<file path="src/include/input_decoder_pkg.sv">
// Package for the input terminal function decoder.
// Assumes one 25 MHz drive clock and an APB master for configuration.
package input_decoder_pkg;

    localparam int NUM_TERM = 6;
    localparam int NUM_PROG = 4;
    localparam int FSEL_W = 5;
    localparam int ACT_W = 23;

    // Function codes
    localparam logic [4:0] FN_NONE = 5'h00;
    localparam logic [4:0] FN_FWD_RUN = 5'h01;
    localparam logic [4:0] FN_REV_RUN = 5'h02;
    localparam logic [4:0] FN_THREE_WIRE = 5'h03;
    localparam logic [4:0] FN_JOG_FWD = 5'h04;
    localparam logic [4:0] FN_JOG_REV = 5'h05;
    localparam logic [4:0] FN_COAST = 5'h06;
    localparam logic [4:0] FN_FAULT_RESET = 5'h07;
    localparam logic [4:0] FN_RUN_PAUSE = 5'h08;
    localparam logic [4:0] FN_EXT_FAULT = 5'h09;
    localparam logic [4:0] FN_FREQ_UP = 5'h0a;
    localparam logic [4:0] FN_FREQ_DOWN = 5'h0b;
    localparam logic [4:0] FN_AUX_CLEAR = 5'h0c;
    localparam logic [4:0] FN_SW_A_B = 5'h0d;
    localparam logic [4:0] FN_SW_COMB_A = 5'h0e;
    localparam logic [4:0] FN_SW_COMB_B = 5'h0f;
    localparam logic [4:0] FN_STEP0 = 5'h10;
    localparam logic [4:0] FN_STEP_PAUSE = 5'h14;
    localparam logic [4:0] FN_RAMP_SEL0 = 5'h15;
    localparam logic [4:0] FN_RAMP_SEL1 = 5'h16;

    // Register byte offsets
    localparam logic [7:0] FSEL_BASE_OFS = 8'h00;
    localparam logic [7:0] HDI_MODE_OFS = 8'h18;
    localparam logic [7:0] ACTIVE_OFS = 8'h1c;
    localparam logic [7:0] LEVELS_OFS = 8'h20;

    // Reset values
    localparam logic [4:0] FSEL_RST = 5'h00;
    localparam logic [1:0] HDI_MODE_RST = 2'h0;

    typedef struct packed {
        logic psel;
        logic penable;
        logic pwrite;
        logic [7:0] paddr;
        logic [31:0] pwdata;
    } apb_req_s;

    typedef struct packed {
        logic pready;
        logic pslverr;
        logic [31:0] prdata;
    } apb_rsp_s;

    typedef struct packed {
        logic forward_run_request;
        logic reverse_run_request;
        logic three_wire_mode;
        logic three_wire_input;
        logic jog_fwd;
        logic jog_rev;
        logic coast_stop;
        logic fault_reset_pulse;
        logic run_pause;
        logic ext_fault_alarm;
        logic freq_up;
        logic freq_down;
        logic aux_clear;
        logic sel_chan_b;
        logic sel_comb_a;
        logic sel_comb_b;
        logic [3:0] step_index;
        logic [1:0] ramp_group;
    } drive_cmd_s;

endpackage : input_decoder_pkg

</file>
<file path="src/design/input_terminal_function_decoder.sv">
// Terminal function decoder with APB configuration registers.
// Assumes terminal pins are asynchronous and the APB master is on ref_clk.
//
// Function
// Four programmable terminals and two high-speed terminals each get a function code.
// Each high-speed terminal is either pulse input or ordinary decoded digital input.
// Software must not give one function code to two terminals.
// Code 0 terminals are ignored completely.
// Codes 1 and 2 request forward and reverse running.
// Code 3 selects three-wire mode, terminal is the three-wire input.
// Codes 4 and 5 request forward and reverse jogging.
// Code 6 blocks output at once, motor coasts.
// Code 7 produces a fault-reset request like the keypad reset key.
// Code 8 pauses running, state kept, resumes when removed.
// Code 9 raises an external fault alarm and stops the drive.
// Codes 10 and 11 step the terminal frequency up and down.
// Code 12 clears the up/down auxiliary frequency value.
// Code 13 switches frequency reference between channel A and B.
// Codes 14 and 15 switch combination channel against A or B.
// Codes 16 to 19 form the 4-bit step speed index, 16 first.
// Code 20 freezes the step index while asserted.
// Code 21 is ramp group select bit 0, one of four groups.
// Code 22 is ramp select bit 1; both off is group 1.
// Terminals are synchronised on the clock; closed means active.
module input_terminal_function_decoder
    import input_decoder_pkg::*;
(
    // Clock and reset
    input wire logic ref_clk_in,
    input wire logic rst_b_in,
    // APB slave
    input wire apb_req_s apb_in,
    output apb_rsp_s apb_out,
    // Terminal pins, closed is high
    input wire logic [NUM_TERM-1:0] terminal_in,
    // Decoded commands and pulse-mode terminal levels
    output drive_cmd_s cmd_out,
    output logic [1:0] hs_pulse_out
);

    typedef struct packed {
        logic [NUM_TERM-1:0] sync1;
        logic [NUM_TERM-1:0] sync2;
        logic [NUM_TERM-1:0][FSEL_W-1:0] fsel;
        logic [1:0] hdi_digital;
        logic [ACT_W-1:0] act;
        logic [1:0] pulse;
        drive_cmd_s cmd;
        apb_rsp_s rsp;
    } state_s;

    state_s state_reg;
    state_s state_next;

    // One-hot OR of the functions driven by closed, enabled terminals
    function automatic logic [31:0] decode_active(
        input logic [NUM_TERM-1:0][FSEL_W-1:0] sel,
        input logic [NUM_TERM-1:0] closed,
        input logic [NUM_TERM-1:0] enabled
    );
        logic [31:0] v;
        v = 32'h0;
        for (int i = 0; i < NUM_TERM; i++) begin
            if (closed[i] && enabled[i]) begin
                v[sel[i]] = 1'b1;
            end
        end
        v[FN_NONE] = 1'b0;
        return v;
    endfunction

    // Any enabled terminal carrying a given code, regardless of level
    function automatic logic code_assigned(
        input logic [NUM_TERM-1:0][FSEL_W-1:0] sel,
        input logic [NUM_TERM-1:0] enabled,
        input logic [4:0] code
    );
        logic hit;
        hit = 1'b0;
        for (int i = 0; i < NUM_TERM; i++) begin
            if (enabled[i] && sel[i] == code) begin
                hit = 1'b1;
            end
        end
        return hit;
    endfunction

    logic [NUM_TERM-1:0] term_en;
    logic [31:0] act_full;
    logic [ACT_W-1:0] act_c;
    logic setup_c;
    logic access_c;
    logic [7:0] addr_c;
    logic fsel_hit_c;
    logic [2:0] fsel_idx_c;
    logic fault_pulse_c;

    always_comb begin
        state_next = state_reg;
        // Programmable terminals always decode; high-speed ones by mode
        term_en = {state_reg.hdi_digital, {NUM_PROG{1'b1}}};
        act_full = decode_active(state_reg.fsel, state_reg.sync2, term_en);
        act_c = act_full[ACT_W-1:0];
        addr_c = apb_in.paddr;
        setup_c = apb_in.psel && !apb_in.penable;
        access_c = apb_in.psel && apb_in.penable && state_reg.rsp.pready;
        fsel_hit_c = (addr_c[1:0] == 2'h0) &&
            (addr_c < FSEL_BASE_OFS + 8'(NUM_TERM * 4));
        fsel_idx_c = addr_c[4:2];

        // Two-flop synchroniser; sync1 feeds only sync2
        state_next.sync1 = terminal_in;
        state_next.sync2 = state_reg.sync1;
        state_next.act = act_c;

        // Pulse-mode terminals bypass decoding entirely
        state_next.pulse = state_reg.sync2[5:4] & ~state_reg.hdi_digital;

        state_next.cmd.forward_run_request = act_c[FN_FWD_RUN];
        state_next.cmd.reverse_run_request = act_c[FN_REV_RUN];
        state_next.cmd.three_wire_mode =
            code_assigned(state_reg.fsel, term_en, FN_THREE_WIRE);
        state_next.cmd.three_wire_input = act_c[FN_THREE_WIRE];
        state_next.cmd.jog_fwd = act_c[FN_JOG_FWD];
        state_next.cmd.jog_rev = act_c[FN_JOG_REV];
        state_next.cmd.coast_stop = act_c[FN_COAST];
        state_next.cmd.run_pause = act_c[FN_RUN_PAUSE];
        state_next.cmd.freq_up = act_c[FN_FREQ_UP];
        state_next.cmd.freq_down = act_c[FN_FREQ_DOWN];
        state_next.cmd.aux_clear = act_c[FN_AUX_CLEAR];
        state_next.cmd.sel_chan_b = act_c[FN_SW_A_B];
        state_next.cmd.sel_comb_a = act_c[FN_SW_COMB_A];
        state_next.cmd.sel_comb_b = act_c[FN_SW_COMB_B];

        // Reset request fires once per closing, like a key press
        fault_pulse_c = act_c[FN_FAULT_RESET] &&
            !state_reg.act[FN_FAULT_RESET];
        state_next.cmd.fault_reset_pulse = fault_pulse_c;
        // Alarm latches; a live fault input wins over a reset
        state_next.cmd.ext_fault_alarm = act_c[FN_EXT_FAULT] ||
            (state_reg.cmd.ext_fault_alarm && !fault_pulse_c);

        // Freeze holds the last index, step terminals ignored meanwhile
        if (!act_c[FN_STEP_PAUSE]) begin
            state_next.cmd.step_index =
                act_c[FN_STEP0+3:FN_STEP0];
        end
        state_next.cmd.ramp_group =
            {act_c[FN_RAMP_SEL1], act_c[FN_RAMP_SEL0]};

        // APB: answer prepared in setup, ready for one access cycle
        state_next.rsp.pready = setup_c;
        if (setup_c) begin
            state_next.rsp.pslverr = 1'b0;
            state_next.rsp.prdata = 32'h0;
            if (fsel_hit_c) begin
                state_next.rsp.prdata =
                    {27'h0, state_reg.fsel[fsel_idx_c]};
            end else if (addr_c == HDI_MODE_OFS) begin
                state_next.rsp.prdata = {30'h0, state_reg.hdi_digital};
            end else if (addr_c == ACTIVE_OFS) begin
                state_next.rsp.prdata = {9'h0, state_reg.act};
            end else if (addr_c == LEVELS_OFS) begin
                state_next.rsp.prdata = {26'h0, state_reg.sync2};
            end else begin
                state_next.rsp.pslverr = 1'b1;
            end
        end
        if (access_c && apb_in.pwrite && !state_reg.rsp.pslverr) begin
            if (fsel_hit_c) begin
                state_next.fsel[fsel_idx_c] = apb_in.pwdata[FSEL_W-1:0];
            end else if (addr_c == HDI_MODE_OFS) begin
                state_next.hdi_digital = apb_in.pwdata[1:0];
            end
        end
    end

    always_ff @(posedge ref_clk_in) begin
        if (!rst_b_in) begin
            state_reg <= '0;
            state_reg.fsel <= {NUM_TERM{FSEL_RST}};
            state_reg.hdi_digital <= HDI_MODE_RST;
        end else begin
            state_reg <= state_next;
        end
    end

    assign apb_out = state_reg.rsp;
    assign cmd_out = state_reg.cmd;
    assign hs_pulse_out = state_reg.pulse;
endmodule // input_terminal_function_decoder

</file>
<file path="config.mk">
export PLATFORM = sky130hd
export DESIGN_NAME = input_terminal_function_decoder
export DESIGN_NICKNAME = d
export VERILOG_FILES = /design/src/include/input_decoder_pkg.sv /design/src/design/input_terminal_function_decoder.sv
export SDC_FILE = /design/constraint.sdc
export NUM_CORES = 1
export LEC_CHECK = 0
export BUFFER_PORTS_ARGS = -buffer_cell sky130_fd_sc_hd__buf_4
export CAP_MARGIN = 10
export CORE_UTILIZATION = 35
export DETAILED_ROUTE_END_ITERATION = 7
export SLEW_MARGIN = 20
export SYNTH_ARGS = -nofsm -noshare
export SYNTH_HDL_FRONTEND = slang
export SYNTH_SLANG_ARGS = --single-unit
</file>
<file path="constraint.sdc">
create_clock -name ref_clk_in -period 3.2 [get_ports ref_clk_in]
set_input_delay 0 -clock ref_clk_in [delete_from_list [all_inputs] [get_ports ref_clk_in]]
set_output_delay 0 -clock ref_clk_in [all_outputs]
set_load 0.005 [all_outputs]
</file>
; ---- Word-level counts from Yosys, hierarchy flattened
; Cells that the tools add are included.
[totals]
reg_bits = 125
input_bits = 51
[classes]
n_lt_le_gt_ge = 15
n_eq_ne = 9
mux = 37
n_bitwise = 8
reduce_logical = 27
[ops]
columns = cell, count
row1 = 23-bit two-way mux, 9
row2 = 23-bit OR, 5
row3 = 5-bit by 6-bit less-than comparator with 1-bit output (second input constant), 6
row4 = 30-bit bitwise mux, 1
row5 = 1-bit demux with 5-bit select, 6
row6 = 5-bit by 2-bit == test with 1-bit output (second input constant), 6
row7 = 5-bit by 1-bit >= comparator with 1-bit output (second input constant), 6
row8 = 1-bit logical AND, 19
row9 = 8-bit by 5-bit == test with 1-bit output (second input constant), 2
row10 = 1-bit two-way mux, 16
row11 = 5-bit binary-select mux with 3-bit select, 1
row12 = 5-bit demux with 3-bit select, 1
row13 = 5-bit two-way mux, 2
row14 = 8-bit by 6-bit == test with 1-bit output (second input constant), 1
row15 = 8-bit by 5-bit less-than comparator with 1-bit output (second input constant), 1
row16 = 6-bit two-way mux, 1
row17 = 1-bit zero test, 4
row18 = 3-bit by 4-bit less-than comparator with 1-bit output (second input constant), 1
row19 = 3-bit by 1-bit >= comparator with 1-bit output (second input constant), 1
row20 = 3-bit AND reduction, 1
row21 = 2-bit AND, 1
row22 = 2-bit zero test, 1
row23 = 2-bit inverter, 1
row24 = 2-bit AND reduction, 1
row25 = other kinds (2), 2

; ---- Longest topological paths before layout
; Gate-level depths: netlist of the first run.
[logic_depth]
word_depth = 19
depth_mapped = 6

; ---- Least setup slack after synthesis of the first run
; OpenSTA, ideal clock, no wires.
[synth_timing]
kind = input to register
start = in apb_in[33] (netlist name)
end = reg state_reg[109] (netlist name)
setup_time_ns = 0.124
arrival_time_ns = 1.555
required_ns = 3.076
slack_ns = 1.520
stages = 5
n_path_buf = 1
cell_sequence = or4_1 > buf_2 > nor4_4 > nand4_2 > mux2i_1
[synth_via]
elab_chain_cells = 3
elab_cells_between_ends = 4
classes_between = order compare (1) / reduce/logical (3)
[synth_lines]
columns = element, line
row1 = "start, declared", input_terminal_function_decoder.sv:32  ; input wire apb_req_s apb_in,
row2 = 8-bit by 5-bit less-than comparator with 1-bit output / 2-bit zero test (equally long branches), "input_terminal_function_decoder.sv:108, input_terminal_function_decoder.sv:107"
row3 = 1-bit logical AND *, input_terminal_function_decoder.sv:107  ; fsel_hit_c = (addr_c[1:0] == 2'h0) &&
row4 = 2-bit AND reduction (no line) *, -
row5 = "end signal, assigned", input_terminal_function_decoder.sv:184  ; state_reg <= state_next;
row6 = "end, declared", input_terminal_function_decoder.sv:52  ; state_s state_reg;
; Every way passes the cells marked *; elsewhere a longest branch is shown, timed or not.
; A chain may end at the register's enable or synchronous reset.

; ---- Worst setup path in the final report of the first run
[layout_timing]
start = reg state_reg[81] (netlist name)
end = reg state_reg (netlist bit cmd_out[4])
[layout_via]
elab_chain_cells = 4
[layout_lines]
columns = element, line
row1 = 1-bit logical AND *, input_terminal_function_decoder.sv:64  ; if (closed[i] && enabled[i]) begin
row2 = 23-bit two-way mux *, input_terminal_function_decoder.sv:64
row3 = 23-bit OR (no line), -
row4 = 23-bit two-way mux *, input_terminal_function_decoder.sv:64
; Marks and branches as above.

==> results.py, run 1 <==
metrics = {
    "status": {
        "outcome": "finished clean",
    },
    "grt": {
        "grt_usage_pct": 22.7,
        "grt_pass1_vias": 4335,
        "antenna_found_initial": 0,
        "grt_max_degree": 45,
        "grt_overflow_total": 0,
        "grt_first_pass_wirelength_um": 25100,
    },
    "floorplan": {
        "die_h_um": 124,
        "num_rows": 44,
        "core_area_um2": 14500,
        "ios": 109,
        "initial_core_util_pct": 35.7,
        "die-area_um2": 15300,
        "die_x_um": 124,
    },
    "timing": {
        "setup_viol": 0,
        "tns_ps": 0,
        "relSlewSlack_pct": 38.7,
        "skew_ps": 8.69,
        "fmaxAchievable_ghz": 0.512,
        "finalCritPeriodShare_pct": 61.0,
        "hold_viol_final": 0,
        "layout_min_cycle_time_ps": 1950,
        "slew_viol_final": 0,
        "rsz0062_at_grt": "false",
        "finalWorstSetupSlack_ps": 1250,
        "max_slew.worst_pin.slew_ps": 920,
        "hold_ws_ps": 8.43,
    },
    "clock_network": {
        "cts_setup_buffers": 0,
        "numClockSinks": 100,
        "clkTransAtPathRegs_ps": 70,
        "cts_root_buffer": "clkbuf_16",
        "htreeDepth": 3,
        "cts_buffer_depth": 2,
        "tritoncts": "yes",
        "worstSkewPairLatency_ps": 360,
        "numCtsBuffers": 9,
    },
    "setup_path": {
        "worst-path-max-fanout": 8,
        "crit_arrival_ps": 2220,
        "timing.rr.start": "state_reg[81]",
        "cp-end-kind": "flip-flop",
        "setup.worst_path.class": "flip-flop to flip-flop",
        "required_ps": 3470,
        "path_cells": "nand4bb_1 -> o22a_1 -> and3_1 -> a211oi_1",
        "cp-start-kind": "flip-flop",
        "rrSetupSlack_ps": 1250,
        "startpoint": "state_reg[81]",
        "reg2reg_depth": 4,
        "slowest_stage": "dfxtp_1",
        "slowest_delay_ps": 580,
        "endpoint": "cmd_out[4]",
        "reg2reg_to": "cmd_out[4]",
    },
    "finish": {
        "antenna_cells": 0,
        "area_delta_synth_final_pct": 12.4,
        "nets": 657,
        "fin_area_um2": 5820,
        "largest_register_ffs": 60,
        "drive_above_1_share_pct": 21.4,
        "utilization_pct": 40.2,
        "fin_cells": 795,
    },
    "hold_path": {
        "hp-class": "primary input to flip-flop",
        "hold_start": "rst_b_in",
    },
    "logic_synthesis": {
        "yosysTopAreaCell": "dfxtp_1",
        "synth.top_cell.area_share_pct": 38.7,
        "ys_seq_elements": 100,
        "syn_area_um2": 5170,
        "synthArstFlopShare_pct": 0,
        "synth_ff_type": "dfxtp_1",
        "synth.distinct_cells": 50,
        "synth_area_leaders": "dfxtp_1, buf_4, mux2i_1",
        "yosysWarnings": 0,
        "ys_seq_area_share_pct": 38.7,
        "synth_edf_count": 0,
        "synthCells": 591,
        "syn_avg_cell_area_um2": 8.75,
    },
    "run": {
        "maxCapViolations": 0,
    },
    "routing": {
        "vias": 4711,
        "drtIter0Drc": 574,
        "ant_nets": 0,
        "drc": 0,
        "wl_per_cell_um": 21.8,
        "viasPerCell": 5.93,
        "routed_wl_um": 17300,
        "drt_first_pass_iters": 8,
    },
    "placed_design": {
        "dp_cells": 773,
        "port_buffers": 72,
        "dp_hpwl_um": 12300,
        "place_ws_ps": 1150,
        "placed_area_um2": 5470,
        "place_congestion": 0.957,
    },
    "pwr": {
        "power-per-cell-area_nw_per_um2": 422,
        "power_mw": 2.45,
        "p_leak_nw": 2.27,
        "vdd_ir_drop_max_mv": 0.229,
    },
}
routing by layer:
metal  global-route usage [%]  up-vias  routed length [µm]
li1                         -     2142                   -
met1                     30.7     2236                7480
met2                     34.0      279                7560
met3                     5.40       54                1660
met4                     10.5        0                 608
met5                        0        -                   0
synthesized netlist by cell type (2+ instances only):
cell type	n
dfxtp_1	100
nand2_1	63
o22ai_1	59
buf_4	58
mux2i_1	37
nand3_1	29
nor2_1	27
clkbuf_1	23
a21oi_1	21
or3b_2	21
nand3b_1	20
nor3_1	17
and2_1	13
or3_1	7
a221o_1	6
mux2_2	6
o22a_1	6
inv_1	5
a211oi_1	4
a221oi_1	4
a31oi_1	4
nand4_1	4
nand4_2	4
nand4b_1	4
o21ai_0	4
o31a_1	4
and3_1	3
buf_2	3
nand4bb_1	3
o32ai_1	3
a22oi_1	2
a32oi_1	2
buf_1	2
nand2b_1	2
nand3_2	2
nor2b_1	2
nor3b_1	2
o31ai_1	2
o41a_1	2
logic make-up (layout without fill, tap and decap cells):
group | Yosys count | count (layout) | synth area share (%)
mux | 43 | 43 | 8.46
compound gates | 126 | 126 | 16.5
simple gates | 228 | 228 | 25.2
buf+inv | 93 | 105 | 11.0
other cells | 1 | 9 | 0.0725
flops | 100 | 100 | 38.7
timing repair:
action | CTS | global route
resized for setup | 0 | 0
hold buffers | 6 | 0
setup endpoints to repair | 0 | 0
hold endpoints to repair | 6 | 0
layout make-up:
type	count	area (µm²)
Fill cell	1462	8660
Sequential cell	100	2000
Multi-Input combinational cell	406	2640
Timing Repair Buffer	82	631
Inverter	7	26.3
Tap cell	184	230
Clock inverter	6	60.1
Clock buffer	10	229
critical path: cells and delay by family (launching register included):
family,cells,cell delay [ps]
simple gates,2,690
compound gates,2,590
flops,1,580
layout by cell type (no fill, tap or decap), types with 6 or more instances in the layout:
cell type and instances:
dfxtp_1 100, buf_4 76, nand2_1 63, o22ai_1 59
mux2i_1 37, nand3_1 29, nor2_1 27, or3b_2 21
a21oi_1 21, nand3b_1 20, nor3_1 17, and2_1 13
conb_1 9, clkbuf_16 9, or3_1 7, o22a_1 6
mux2_2 6, a221o_1 6, dlygate4sd3_1 6
where the power goes:
group / switching, mW / leakage, nW / internal [mW]
Combinational: 0.0755 / 1.32 / 0.0509
Sequential: 0.0113 / 0.809 / 1.26
Clock: 0.517 / 0.140 / 0.544
Total: 0.604 / 2.27 / 1.85
how the worst min path moves through the flow:
stage,depth (start not counted),endpoint,slack [ps]
2_1_floorplan,1,state_next[113],130
3_3_place_gp,2,state_next[113],210
3_5_place_dp,2,state_next[115],210
4_1_cts,3,hs_pulse_out[0],10
6_report,3,hs_pulse_out[0],8
5_1_grt,3,hs_pulse_out[0],20
(Power assumes the default switching activity.)
==> run 2, diff against run 1 <==
- clock period: 3.2 -> 1.6 ns (I/O delays scaled with it)
==> results.py, run 2 (synthesized netlist as in run 1, its figures left out) <==
metrics = {
    "finish": {
        "final_cell_mix": "buf_4, dfxtp_1, nand2_1, o22ai_1, mux2i_1",
        "fin_area_um2": 6690,
        "drive_above_1_share_pct": 35.5,
        "final_common_cell": "buf_4",
        "nets": 756,
        "area_delta_synth_final_pct": 29.3,
        "utilization_pct": 46.2,
        "antenna_cells": 0,
        "largest_register_ffs": 60,
    },
    "grt": {
        "antenna_found_initial": 0,
        "grt_first_pass_wirelength_um": 27600,
        "grt_pass1_vias": 4789,
        "grt_max_degree": 37,
        "grt_overflow_total": 0,
        "grt_usage_pct": 24.7,
    },
    "clock_network": {
        "tritoncts": "yes",
        "numClockSinks": 100,
        "cts_buffer_depth": 2,
        "cts_root_buffer": "clkbuf_16",
        "worstSkewPairLatency_ps": 360,
        "numCtsBuffers": 9,
        "clkTransAtPathRegs_ps": 70,
        "htreeDepth": 3,
    },
    "placed_design": {
        "place_ws_ps": -92.9,
        "dp_hpwl_um": 14000,
        "placed_area_um2": 6210,
        "place_congestion": 0.973,
        "port_buffers": 72,
    },
    "timing": {
        "slew_viol_final": 0,
        "skew_ps": 8.87,
        "setup_viol": 1,
        "rsz0062_at_grt": "true",
        "hold_viol_final": 0,
        "layout_min_cycle_time_ps": 1610,
        "finalCritPeriodShare_pct": 101,
        "finalWorstSetupSlack_ps": -9.53,
        "fmaxAchievable_ghz": 0.621,
    },
    "status": {
        "violations": "setup timing",
        "outcome": "finished with violations",
    },
    "routing": {
        "drt_first_pass_iters": 5,
        "vias": 5039,
        "wl_per_cell_um": 20.4,
        "viasPerCell": 5.64,
        "ant_nets": 0,
        "routed_wl_um": 18300,
        "drc": 0,
        "drtIter0Drc": 380,
    },
    "floorplan": {
        "core_area_um2": 14500,
        "die_h_um": 124,
        "num_rows": 44,
        "ios": 109,
        "die-area_um2": 15300,
        "initial_core_util_pct": 35.7,
        "die_x_um": 124,
    },
    "setup_path": {
        "setup.worst_path.class": "flip-flop to flip-flop",
        "cp-end-kind": "flip-flop",
        "required_ps": 1870,
        "cp-start-kind": "flip-flop",
        "worst-path-max-fanout": 4,
        "timing.rr.start": "state_reg[95]",
        "crit_arrival_ps": 1880,
        "startpoint": "state_reg[95]",
    },
    "pwr": {
        "p_leak_nw": 2.77,
        "vdd_ir_drop_max_mv": 0.488,
        "power-per-cell-area_nw_per_um2": 732,
    },
    "hold_path": {
        "hp-class": "primary input to flip-flop",
        "hold_start": "apb_in[34]",
    },
    "run": {
        "maxCapViolations": 0,
    },
}
run 2: final timing paths:
path,to,slack (ps),depth (start not counted)
min reg2reg,state_reg[118],450,1
max,cmd_out[4],-10,5
max reg2reg,cmd_out[4],-10,5
min,state_reg[89],70,3
run 2: power by group:
group	switching, mW	internal [mW]	total [mW]
clock	0.959	1.10	2.06
combinational	0.180	0.132	0.311
sequential	0.0153	2.51	2.53
run 2: worst max-delay path: stages, from the launching register on:
cell and delay [ps]:
dfxtp_1 360, buf_4 170, nand4bb_1 270, o32ai_1 370, nor3_2 120, a211oi_2 240
run 2: final cells by class:
| cell class | count | area, µm² |
|---|---|---|
| fillers | 1406 | 7790 |
| multi-input cells | 406 | 2750 |
| repair buffers | 181 | 1400 |
| clock buffers | 11 | 243 |
| clock inverters | 5 | 35.0 |
| inverters | 7 | 26.3 |
| well taps | 184 | 230 |
| flip-flops and latches | 100 | 2010 |
run 2: timing repair:
action | in CTS | in global routing
hold endpoints to repair | 6 | 0
resized for setup | 11 | 19
pin swaps | 2 | 1
hold buffers | 6 | 0
endpoints found under the setup margin | 6 | 12
setup buffers | 4 | 0
run 2: stage by stage:
| stage | hold slack [ps] | instances | power (mW) | TNS (ps) |
|---|---|---|---|---|
| 2_1_floorplan | 127 | 599 | 2.76 | -1030 |
| 3_3_place_gp | 209 | 868 | 2.87 | -988 |
| 3_5_place_dp | 211 | 868 | 2.87 | -2040 |
| 4_1_cts | 74.3 | 894 | 4.95 | 0 |
| 5_1_grt | 92.1 | 894 | 5.09 | -208 |
| 6_report | 68.3 | 894 | 4.90 | -9.53 |
run 2: routing by layer:
metal	up-vias	wire, µm	track usage (%)
met5	-	0	0
met4	0	462	11.0
met3	36	1010	3.30
met2	206	8730	39.7
met1	2447	8070	33.0
li1	2350	-	-
==> run 3, diff against run 2 <==
- SETUP_SLACK_MARGIN: unset -> 0.05
==> results.py, run 3 (synthesized netlist as in run 1, its figures left out) <==
metrics = {
    "pwr": {
        "power-per-cell-area_nw_per_um2": 735,
        "p_leak_nw": 2.78,
        "vdd_ir_drop_max_mv": 0.487,
    },
    "placed_design": {
        "port_buffers": 72,
        "place_congestion": 0.969,
        "dp_cells": 852,
        "dp_hpwl_um": 13200,
    },
    "routing": {
        "drt_first_pass_iters": 5,
        "wl_per_cell_um": 19.8,
        "ant_nets": 0,
        "routed_wl_um": 17500,
        "drc": 0,
        "drtIter0Drc": 371,
        "viasPerCell": 5.62,
        "vias": 4965,
    },
    "finish": {
        "final_common_cell": "buf_4",
        "antenna_cells": 0,
        "drive_above_1_share_pct": 37.9,
        "final_cell_mix": "buf_4, dfxtp_1, nand2_1, o22ai_1, mux2i_1",
        "fin_cells": 884,
        "largest_register_ffs": 60,
        "nets": 746,
        "area_delta_synth_final_pct": 31.8,
    },
    "clock_network": {
        "tritoncts": "yes",
        "cts_root_buffer": "clkbuf_16",
        "cts_buffer_depth": 2,
        "numClockSinks": 100,
        "clkTransAtPathRegs_ps": 70,
        "htreeDepth": 3,
        "worstSkewPairLatency_ps": 350,
        "numCtsBuffers": 9,
    },
    "timing": {
        "slew_viol_final": 0,
        "tns_ps": 0,
        "setup_viol": 0,
        "fmaxAchievable_ghz": 0.647,
        "finalCritPeriodShare_pct": 96.7,
        "rsz0062_at_grt": "true",
        "layout_min_cycle_time_ps": 1550,
        "hold_viol_final": 0,
        "skew_ps": 7.20,
    },
    "setup_path": {
        "cp-end-kind": "flip-flop",
        "required_ps": 1830,
        "setup.worst_path.class": "flip-flop to flip-flop",
        "cp-start-kind": "flip-flop",
        "crit_arrival_ps": 1770,
        "worst-path-max-fanout": 6,
    },
    "floorplan": {
        "num_rows": 44,
        "core_area_um2": 14500,
        "ios": 109,
        "initial_core_util_pct": 35.7,
        "die_x_um": 124,
        "die-area_um2": 15300,
        "die_h_um": 124,
    },
    "grt": {
        "grt_first_pass_wirelength_um": 26500,
        "grt_usage_pct": 23.3,
        "grt_pass1_vias": 4727,
        "grt_max_degree": 41,
        "grt_overflow_total": 0,
        "antenna_found_initial": 0,
    },
    "run": {
        "maxCapViolations": 0,
    },
    "status": {
        "outcome": "finished clean",
    },
    "hold_path": {
        "hp-class": "primary input to flip-flop",
    },
}
==> run 3: per-layer routing <==
layer | GRT usage, % | part of all wire [%] | vias to the layer above
met5 | 0 | 0 | -
met4 | 9.64 | 2.4 | 0
met3 | 3.66 | 5.8 | 29
met2 | 36.7 | 46 | 189
met1 | 31.5 | 46 | 2416
li1 | - | - | 2331
==> run 3: worst paths after layout <==
kind,from,end,slack (ps),cells after the start
min reg2reg,state_next[113],state_reg[113],440,1
min,apb_in[41],apb_out[33],20,4
max reg2reg,state_reg[89],cmd_out[5],50,5
max,state_reg[89],cmd_out[5],50,5
==> run 3: worst max-delay path, stage by stage (launching register included) <==
cell and delay (ps):
dfxtp_4 370, or3b_4 400, o22a_1 270, buf_6 160
a31oi_4 140, a211oi_2 60
==> run 3: stage by stage <==
stage | util, % | cell area [µm²] | hold WS (ps) | setup slack, ps | power [mW]
final | 47.1 | 6820 | 24.1 | 53.2 | 5.01
after global routing | 47.1 | 6820 | 56.7 | 23.9 | 5.18
after global placement | 42.1 | 6100 | 208 | -76.6 | 2.86
after floorplan | - | 5220 | 127 | -61.3 | 2.76
after detailed placement | 42.1 | 6100 | 211 | -129 | 2.87
after CTS | 44.9 | 6490 | 18.6 | 28.1 | 5.05
==> run 3: where the power goes <==
group	switching [mW]	total, mW	internal [mW]
registers	0.0157	2.52	2.50
logic	0.179	0.308	0.130
clock network	0.965	2.19	1.22
==> run 3: what timing repair did <==
item | CTS | global route
setup endpoints to repair | 8 | 37
gates cloned | 0 | 0
hold buffers | 6 | 0
gates resized for setup | 16 | 61
buffers inserted | 2 | 8
hold endpoints to repair | 6 | 0
pin swaps | 1 | 14
==> run 3: final cells by class <==
class	count	area, µm²
clock buffers	11	233
clock inverters	5	60.1
fillers	1416	7660
inverters	7	26.3
multi-input cells	406	2890
flip-flops and latches	100	2050
well taps	184	230
repair buffers	171	1340
